### src/verilog/supply_reset_pkg.sv
// Summary of operation
// - Supply below trip level holds reset, drives pin.
// - Power-on sets monitor enable; other resets keep it.
// - Unprotected flash write or erase forces error reset.
// - Bit 7 enables monitor; resets need source select.
// - Bit 6 reads live supply-above-threshold status.
// - Bit 5 selects high or low threshold, resets 0.
// - Bits 4 to 0 read zero, ignore writes.
// - No power-on delay after a monitor reset.
// - Power-on forces low threshold; others keep level.
// - Low reset pin holds the device in reset.
// - Pin reset sets pin flag, bit 0, on exit.
// - Power or monitor reset sets power flag, bit 1.
// - Flash error reset sets flash flag, bit 6.
package supply_reset_pkg;

    // Clock and timing.
    localparam int unsigned CLK_FREQ_MHZ = 250;
    localparam int unsigned POR_DELAY_US = 100;
    localparam int unsigned POR_DELAY_CYCLES = POR_DELAY_US * CLK_FREQ_MHZ;
    localparam int unsigned FLASH_ERR_PULSE_NS = 100;
    localparam int unsigned FLASH_ERR_CYCLES = (FLASH_ERR_PULSE_NS * CLK_FREQ_MHZ + 999) / 1000;
    localparam int unsigned SYNC_STAGES = 2;

    // Register bus geometry.
    localparam int unsigned AXI_ADDR_W = 12;
    localparam int unsigned AXI_DATA_W = 32;
    localparam logic [7:0] CTRL_IDX = 8'hff;
    localparam logic [7:0] CAUSE_IDX = 8'hef;
    localparam logic [11:0] CTRL_ADDR = {2'h0, CTRL_IDX, 2'h0};
    localparam logic [11:0] CAUSE_ADDR = {2'h0, CAUSE_IDX, 2'h0};
    localparam logic [1:0] RESP_OKAY = 2'h0;
    localparam logic [1:0] RESP_SLVERR = 2'h2;

    // Field positions.
    localparam int unsigned MON_EN_BIT = 7;
    localparam int unsigned SUPPLY_STAT_BIT = 6;
    localparam int unsigned LEVEL_BIT = 5;
    localparam int unsigned PIN_FLAG_BIT = 0;
    localparam int unsigned POWER_FLAG_BIT = 1;
    localparam int unsigned FLASH_FLAG_BIT = 6;

    // Values after power-on.
    localparam logic MON_EN_POR = 1'h1;
    localparam logic LEVEL_POR = 1'h0;
    localparam logic SRC_EN_POR = 1'h1;

    typedef enum logic [1:0] {
        ST_RUN = 2'h0,
        ST_HOLD = 2'h1,
        ST_DELAY = 2'h3,
        ST_PULSE = 2'h2
    } state_t;

    typedef enum logic [1:0] {
        CAUSE_NONE = 2'h0,
        CAUSE_POWER = 2'h1,
        CAUSE_PIN = 2'h2,
        CAUSE_FLASH = 2'h3
    } cause_t;

endpackage

### src/verilog/sync_if.sv
`timescale 1ns/100ps
`default_nettype none
interface sync_if #(
    parameter int unsigned WIDTH = 2
);
    logic [WIDTH-1:0] raw;
    logic [WIDTH-1:0] synced;
    modport src (output raw, input synced);
    modport dst (input raw, output synced);
endinterface // sync_if
`default_nettype wire

### src/verilog/sync_stages.sv
`timescale 1ns/100ps
`default_nettype none
module sync_stages #(
    parameter int unsigned WIDTH = 2,
    parameter logic [WIDTH-1:0] RST_VAL = '1
)(
    // Clock and reset.
    input wire logic clk_in,
    input wire logic rst_in,
    // Raw and synchronised levels.
    sync_if.dst port
);
    genvar i;
    generate
        for (i = 0; i < WIDTH; i++) begin : g_bit
            logic meta_reg;
            logic stable_reg;
            // The first stage feeds only the second.
            always_ff @(posedge clk_in) begin
                if (rst_in) begin
                    meta_reg <= RST_VAL[i];
                    stable_reg <= RST_VAL[i];
                end else begin
                    meta_reg <= port.raw[i];
                    stable_reg <= meta_reg;
                end
            end
            assign port.synced[i] = stable_reg;
        end
    endgenerate
endmodule // sync_stages
`default_nettype wire

### src/verilog/supply_reset_ctrl.sv
// Added by the designer: register access over AXI4-Lite.
`timescale 1ns/100ps
`default_nettype none
module supply_reset_ctrl #(
    parameter int unsigned POR_DELAY_CYC = supply_reset_pkg::POR_DELAY_CYCLES
)(
    // Clock and power-on reset.
    input wire logic mclk_in,
    input wire logic rst_in,
    // AXI4-Lite write channels.
    input wire logic [supply_reset_pkg::AXI_ADDR_W-1:0] axi_awaddr_in,
    input wire logic axi_awvalid_in,
    output logic axi_awready_out,
    input wire logic [supply_reset_pkg::AXI_DATA_W-1:0] axi_wdata_in,
    input wire logic [3:0] axi_wstrb_in,
    input wire logic axi_wvalid_in,
    output logic axi_wready_out,
    output logic [1:0] axi_bresp_out,
    output logic axi_bvalid_out,
    input wire logic axi_bready_in,
    // AXI4-Lite read channels.
    input wire logic [supply_reset_pkg::AXI_ADDR_W-1:0] axi_araddr_in,
    input wire logic axi_arvalid_in,
    output logic axi_arready_out,
    output logic [supply_reset_pkg::AXI_DATA_W-1:0] axi_rdata_out,
    output logic [1:0] axi_rresp_out,
    output logic axi_rvalid_out,
    input wire logic axi_rready_in,
    // Analog supply monitor.
    input wire logic supply_above_raw_in,
    output logic monitor_enable_out,
    output logic threshold_level_select_out,
    // Reset pin, active low, open drain.
    input wire logic rst_pin_n_in,
    output logic rst_pin_n_out,
    output logic rst_pin_oe_out,
    // Flash programming guard.
    input wire logic flash_prog_req_in,
    output logic flash_prog_ok_out,
    // Core reset.
    output logic core_reset_out
);
    import supply_reset_pkg::*;

    localparam int unsigned CNT_W = $clog2(POR_DELAY_CYC + FLASH_ERR_CYCLES + 1);
    localparam logic [CNT_W-1:0] POR_LOAD = CNT_W'(POR_DELAY_CYC - 1);
    localparam logic [CNT_W-1:0] FLASH_LOAD = CNT_W'(FLASH_ERR_CYCLES - 1);

    logic supply_sync;
    logic pin_sync;
    logic mon_en_reg;
    logic level_reg;
    logic src_en_reg;
    logic pin_flag_reg;
    logic power_flag_reg;
    logic flash_flag_reg;
    state_t state_reg;
    state_t state_next;
    cause_t cause_reg;
    cause_t cause_next;
    logic [CNT_W-1:0] cnt_reg;
    logic [CNT_W-1:0] cnt_next;
    logic [SYNC_STAGES:0] drive_hist_reg;
    logic pin_oe_reg;
    logic pin_level_reg;
    logic core_reset_reg;
    logic flash_ok_reg;
    logic trip;
    logic pin_ext;
    logic flash_allowed;
    logic flash_err;
    logic awready_reg;
    logic wready_reg;
    logic bvalid_reg;
    logic [1:0] bresp_reg;
    logic [AXI_ADDR_W-1:0] awaddr_reg;
    logic [AXI_DATA_W-1:0] wdata_reg;
    logic [3:0] wstrb_reg;
    logic arready_reg;
    logic rvalid_reg;
    logic [1:0] rresp_reg;
    logic [AXI_DATA_W-1:0] rdata_reg;
    logic wr_fire;
    logic ar_take;
    logic wr_ctrl;
    logic wr_cause;

    // Comparator and pin are asynchronous; both pass a two-stage synchroniser.
    sync_if #(.WIDTH(2)) sif ();
    assign sif.raw = {rst_pin_n_in, supply_above_raw_in};
    sync_stages #(.WIDTH(2), .RST_VAL(2'h3)) u_sync (
        .clk_in(mclk_in),
        .rst_in(rst_in),
        .port(sif.dst)
    );
    assign supply_sync = sif.synced[0];
    assign pin_sync = sif.synced[1];

    // Monitor resets only when both enabled and selected as a source.
    assign trip = mon_en_reg && src_en_reg && !supply_sync;
    // Our own drive and its echo through the synchroniser must not look external.
    assign pin_ext = !pin_sync && !pin_oe_reg && (drive_hist_reg == '0);
    assign flash_allowed = mon_en_reg && level_reg && src_en_reg;
    assign flash_err = flash_prog_req_in && !flash_allowed && (state_reg == ST_RUN);

    always_comb begin
        state_next = state_reg;
        cause_next = cause_reg;
        cnt_next = cnt_reg;
        case (state_reg)
            ST_RUN: begin
                if (trip) begin
                    state_next = ST_HOLD;
                    cause_next = CAUSE_POWER;
                end else if (pin_ext) begin
                    state_next = ST_HOLD;
                    cause_next = CAUSE_PIN;
                end else if (flash_err) begin
                    state_next = ST_PULSE;
                    cause_next = CAUSE_FLASH;
                    cnt_next = FLASH_LOAD;
                end
            end
            ST_PULSE: begin
                if (trip) begin
                    state_next = ST_HOLD;
                    cause_next = CAUSE_POWER;
                end else if (pin_ext) begin
                    state_next = ST_HOLD;
                    cause_next = CAUSE_PIN;
                end else if (cnt_reg == '0) begin
                    state_next = ST_RUN;
                end else begin
                    cnt_next = cnt_reg - 1'b1;
                end
            end
            ST_HOLD: begin
                // Release goes straight to run, without the power-on delay.
                if (trip) begin
                    cause_next = CAUSE_POWER;
                end else if (!pin_ext) begin
                    state_next = ST_RUN;
                end
            end
            ST_DELAY: begin
                if (trip) begin
                    state_next = ST_HOLD;
                    cause_next = CAUSE_POWER;
                end else if (pin_ext) begin
                    state_next = ST_HOLD;
                    cause_next = CAUSE_PIN;
                end else if (cnt_reg == '0) begin
                    state_next = ST_RUN;
                end else begin
                    cnt_next = cnt_reg - 1'b1;
                end
            end
            default: begin
                state_next = ST_RUN;
            end
        endcase
    end

    always_ff @(posedge mclk_in) begin
        if (rst_in) begin
            state_reg <= ST_DELAY;
            cause_reg <= CAUSE_POWER;
            cnt_reg <= POR_LOAD;
        end else begin
            state_reg <= state_next;
            cause_reg <= cause_next;
            cnt_reg <= cnt_next;
        end
    end

    // Core reset and pin drive; the pin is pulled low only for power causes.
    always_ff @(posedge mclk_in) begin
        if (rst_in) begin
            core_reset_reg <= 1'h1;
            pin_oe_reg <= 1'h1;
            pin_level_reg <= 1'h0;
            drive_hist_reg <= '1;
        end else begin
            core_reset_reg <= (state_next != ST_RUN);
            pin_oe_reg <= (state_next != ST_RUN) && (cause_next == CAUSE_POWER);
            pin_level_reg <= 1'h0;
            drive_hist_reg <= {drive_hist_reg[SYNC_STAGES-1:0], pin_oe_reg};
        end
    end

    // Cause flags are written once, on leaving reset; no software clear exists.
    always_ff @(posedge mclk_in) begin
        if (rst_in) begin
            pin_flag_reg <= 1'h0;
            power_flag_reg <= 1'h0;
            flash_flag_reg <= 1'h0;
        end else if (state_reg != ST_RUN && state_next == ST_RUN) begin
            pin_flag_reg <= (cause_reg == CAUSE_PIN);
            power_flag_reg <= (cause_reg == CAUSE_POWER);
            flash_flag_reg <= (cause_reg == CAUSE_FLASH);
        end
    end

    // Monitor control survives every reset but power-on.
    always_ff @(posedge mclk_in) begin
        if (rst_in) begin
            mon_en_reg <= MON_EN_POR;
            level_reg <= LEVEL_POR;
        end else if (wr_ctrl && wstrb_reg[0]) begin
            mon_en_reg <= wdata_reg[MON_EN_BIT];
            level_reg <= wdata_reg[LEVEL_BIT];
        end
    end

    always_ff @(posedge mclk_in) begin
        if (rst_in) begin
            src_en_reg <= SRC_EN_POR;
        end else if (wr_cause && wstrb_reg[0]) begin
            src_en_reg <= wdata_reg[POWER_FLAG_BIT];
        end
    end

    always_ff @(posedge mclk_in) begin
        if (rst_in) begin
            flash_ok_reg <= 1'h0;
        end else begin
            flash_ok_reg <= flash_prog_req_in && flash_allowed && (state_reg == ST_RUN);
        end
    end

    // Register bus: write address and data are held until the response is taken.
    assign wr_fire = !awready_reg && !wready_reg && !bvalid_reg;
    assign wr_ctrl = wr_fire && (awaddr_reg == CTRL_ADDR);
    assign wr_cause = wr_fire && (awaddr_reg == CAUSE_ADDR);
    assign ar_take = axi_arvalid_in && arready_reg;

    always_ff @(posedge mclk_in) begin
        if (rst_in) begin
            awready_reg <= 1'h1;
            wready_reg <= 1'h1;
            bvalid_reg <= 1'h0;
            bresp_reg <= RESP_OKAY;
            awaddr_reg <= '0;
            wdata_reg <= '0;
            wstrb_reg <= 4'h0;
        end else begin
            if (axi_awvalid_in && awready_reg) begin
                awready_reg <= 1'h0;
                awaddr_reg <= axi_awaddr_in;
            end
            if (axi_wvalid_in && wready_reg) begin
                wready_reg <= 1'h0;
                wdata_reg <= axi_wdata_in;
                wstrb_reg <= axi_wstrb_in;
            end
            if (wr_fire) begin
                bvalid_reg <= 1'h1;
                bresp_reg <= (wr_ctrl || wr_cause) ? RESP_OKAY : RESP_SLVERR;
            end
            if (bvalid_reg && axi_bready_in) begin
                bvalid_reg <= 1'h0;
                awready_reg <= 1'h1;
                wready_reg <= 1'h1;
            end
        end
    end

    // Reserved bits read zero; writes to them land nowhere.
    always_ff @(posedge mclk_in) begin
        if (rst_in) begin
            arready_reg <= 1'h1;
            rvalid_reg <= 1'h0;
            rresp_reg <= RESP_OKAY;
            rdata_reg <= '0;
        end else if (ar_take) begin
            arready_reg <= 1'h0;
            rvalid_reg <= 1'h1;
            if (axi_araddr_in == CTRL_ADDR) begin
                rdata_reg <= {24'h0, mon_en_reg, supply_sync, level_reg, 5'h00};
                rresp_reg <= RESP_OKAY;
            end else if (axi_araddr_in == CAUSE_ADDR) begin
                rdata_reg <= {24'h0, 1'h0, flash_flag_reg, 4'h0, power_flag_reg, pin_flag_reg};
                rresp_reg <= RESP_OKAY;
            end else begin
                rdata_reg <= '0;
                rresp_reg <= RESP_SLVERR;
            end
        end else if (rvalid_reg && axi_rready_in) begin
            rvalid_reg <= 1'h0;
            arready_reg <= 1'h1;
        end
    end

    assign axi_awready_out = awready_reg;
    assign axi_wready_out = wready_reg;
    assign axi_bvalid_out = bvalid_reg;
    assign axi_bresp_out = bresp_reg;
    assign axi_arready_out = arready_reg;
    assign axi_rvalid_out = rvalid_reg;
    assign axi_rresp_out = rresp_reg;
    assign axi_rdata_out = rdata_reg;
    assign monitor_enable_out = mon_en_reg;
    assign threshold_level_select_out = level_reg;
    assign rst_pin_n_out = pin_level_reg;
    assign rst_pin_oe_out = pin_oe_reg;
    assign flash_prog_ok_out = flash_ok_reg;
    // Core reset is registered, so it trails the sources by one clock.
    assign core_reset_out = core_reset_reg;
endmodule // supply_reset_ctrl
`default_nettype wire

### config.mk
export PLATFORM = sky130hd
export DESIGN_NAME = supply_reset_ctrl
export DESIGN_NICKNAME = d
export VERILOG_FILES = /design/src/verilog/supply_reset_pkg.sv /design/src/verilog/sync_if.sv /design/src/verilog/sync_stages.sv /design/src/verilog/supply_reset_ctrl.sv
export SDC_FILE = /design/constraint.sdc
export NUM_CORES = 1
export LEC_CHECK = 0
export ABC_AREA = 0
export BUFFER_PORTS_ARGS = -buffer_cell sky130_fd_sc_hd__buf_2
export CAP_MARGIN = 20
export CORE_MARGIN = 3
export CORE_UTILIZATION = 40
export CTS_CLUSTER_SIZE = 30
export DETAILED_ROUTE_END_ITERATION = 6
export HOLD_SLACK_MARGIN = 0.06
export PLACE_DENSITY = 0.68
export SLEW_MARGIN = 20
export SYNTH_ARGS = -nofsm -noshare
export SYNTH_HDL_FRONTEND = slang
export SYNTH_SLANG_ARGS = --single-unit
### constraint.sdc
create_clock -name mclk_in -period 5.8 [get_ports mclk_in]
set_input_delay 0.87 -clock mclk_in [delete_from_list [all_inputs] [get_ports mclk_in]]
set_output_delay 0.87 -clock mclk_in [all_outputs]
set_load 0.02 [all_outputs]
==> impl_metrics.ini <==
[run_status]
status = finished clean

[pwr]
leakagePower_nw = 1.35
vdd_drop_max_v = 0.000120
p_per_area_mw_per_mm2 = 289

[clock_tree]
cts_tree = done
cts_setup_buffers = 0
cts_buffer_depth = 2
cts_buffers = 9
clk_pin_slew_worst_paths_ns = 0.07
cts.sinks = 63
clockRootBuffer = clkbuf_8
insertion_delay_ns = 0.34
htree_num_levels = 3
cts_hold_buf = 0
ctsResizeCount = 0

[placement]
numPortBuffers = 54
place_hpwl_um = 4560
routabilityCongestion = 0.841
dpl_cell_area_mm2 = 0.00317
dp_slack_ns = 2.91

[logic_synthesis]
ys_warn_count = 0
ys_types = 54
async_reset_ff_frac = 0
synth_edf_count = 0
netlist_instances = 339
ys_seq_elements = 63
synth_ff_type = dfxtp_1
synth.cell_area_mm2 = 0.00294
syn_avg_cell_area_um2 = 8.68
synth-seq-area-share = 0.429

[detailed_routing]
first_iter_violations = 120
drc = 0
vias = 2589
drt-vias-per-instance = 5.27
ant_nets = 0
drt_first_pass_iters = 4
drt-total-wl_um = 6410
wl_per_cell_um = 13.1

[timing]
skew_ns = 0.0129
slew_violations = 0
period_minus_slack_ns = 2.54
max_freq_ghz = 0.394
fin_ws_ns = 3.26
rsz0062_at_grt = no
setup_violations = 0
tightest_slew_ns = 0.893
fin_crit_sh = 0.437
holdWs_ns = 0.416
tns_ns = 0
maxSlewHeadroom = 0.399
finalHoldViolCount = 0

[global_route]
grt_pass1_vias = 2343
grt_usage = 0.156
grt_max_degree = 55
antenna_found_initial = 0
grt_overflow = 0
grt_first_pass_wirelength_um = 10800

[die]
core_area_mm2 = 0.00694
ios = 117
dieHeight_um = 91.8
die_w_um = 91.8
fp-row-count = 30
die-area_mm2 = 0.00842
initial_core_util = 0.424

[critical_path]
worstPathArrival_ns = 2.74
cpMaxStageDelayCell = clkinv_1
cp_cell_sequence = buf_2 > buf_4 > clkinv_1 > and2_0 > nand3_1 > nand3_1
worstSetupStartpointType = primary input
critPathKind = in -> reg
crit_top_cell = nand3_1
slowest_delay_ns = 0.51
crit_fanout = 54
end_kind = flip-flop
cp_data_required_time_ns = 6.00

[layout]
fin_area_mm2 = 0.00340
largest_reg_flops = 15
layout.nets = 461
drive_gt1_frac = 0.228
syn_to_final_growth_pct = 15.5
final.fill_count = 705
diodes = 0
finish.utilization = 0.489

[job]
cap_violations = 0

[worst_hold_path]
hp-class = reg -> reg
-- kinds of logic (layout without fill, tap and decap cells) --
group	Yosys count	count (layout)	synth area share
flops	63	63	0.429
fa+ha+maj	1	1	0.00425
compound gates	76	76	0.178
buf+inv	56	83	0.111
simple gates	137	137	0.259
other cells	1	30	0.00127
mux	5	5	0.0174
-- cell type report --
cell class	instances	area [µm²]	area share
Clock inverter	7	103	0.0302
Inverter	11	41.3	0.0122
Timing Repair Buffer	56	285	0.0839
Tap cell	96	120	0.0353
Clock buffer	9	124	0.0365
Multi-Input combinational cell	249	1460	0.431
Sequential cell	63	1260	0.371
-- report_power, final --
part	internal, W	leakage (nW)	total [W]	switching, W
clock network	0.000247	0.111	0.000428	0.000181
registers	0.000448	0.514	0.000461	0.0000128
logic	0.0000314	0.721	0.0000913	0.0000598
total	0.000727	1.35	0.000980	0.000253
-- synthesized netlist by cell type, types with 6 or more instances --
cell type | count | area (µm²)
nand2_1 | 37 | 139
dfxtp_1 | 63 | 1260
a21oi_1 | 26 | 130
or4_1 | 9 | 67.6
or2_2 | 8 | 50.1
or3_1 | 7 | 43.8
o31a_1 | 10 | 87.6
nor4_1 | 10 | 62.6
o21ai_0 | 6 | 30.0
inv_1 | 10 | 37.5
nand3_1 | 13 | 65.1
o211ai_1 | 8 | 60.1
nor2_1 | 18 | 67.6
buf_4 | 30 | 225
clkbuf_1 | 9 | 33.8
-- worst paths after layout --
check                                         startpoint                          to  slack, ns  cells past startpoint
worst min-delay path            u_sync.g_bit[0].meta_reg  u_sync.g_bit[0].stable_reg       0.42                      1
worst max-delay path                              rst_in                  cnt_reg[4]       3.26                      6
worst min register to register  u_sync.g_bit[0].meta_reg  u_sync.g_bit[0].stable_reg       0.42                      1
worst max register to register                cnt_reg[0]                  cnt_reg[4]       3.60                      6
-- cells in the final DEF, fill, tap and decap left out, drive strengths merged, types with 4 or more instances in the layout --
cell type and instances:
inv 13, a32oi 4, conb 30, nand3 13, nor4b 4, or4 10
a21oi 26, or2 9, clkbuf 9, nand2 37, o211ai 9, mux2i 4
nand4b 4, buf 56, o31a 10, o21ai 7, or3 7, nor4 10
dfxtp 63, nor2 18, nand2b 4
-- critical path, delay by kind of cell --
family / cells / cell delay, ns
buf+inv: 3 / 1.02
simple gates: 3 / 0.82
-- routing by layer --
layer,up-vias,global-route usage,share of wire
li1,1285,-,-
met1,1199,0.204,0.45
met2,99,0.250,0.46
met3,6,0.0295,0.078
met4,0,0.0705,0.010
met5,-,0,0
-- stage by stage --
step | power (W) | instances
6_report | 0.000980 | 491
3_3_place_gp | 0.000560 | 475
4_1_cts | 0.000992 | 491
5_1_grt | 0.00102 | 491
3_5_place_dp | 0.000562 | 475
2_1_floorplan | 0.000549 | 368
No activity file was read; power rests on OpenSTA's default activity.
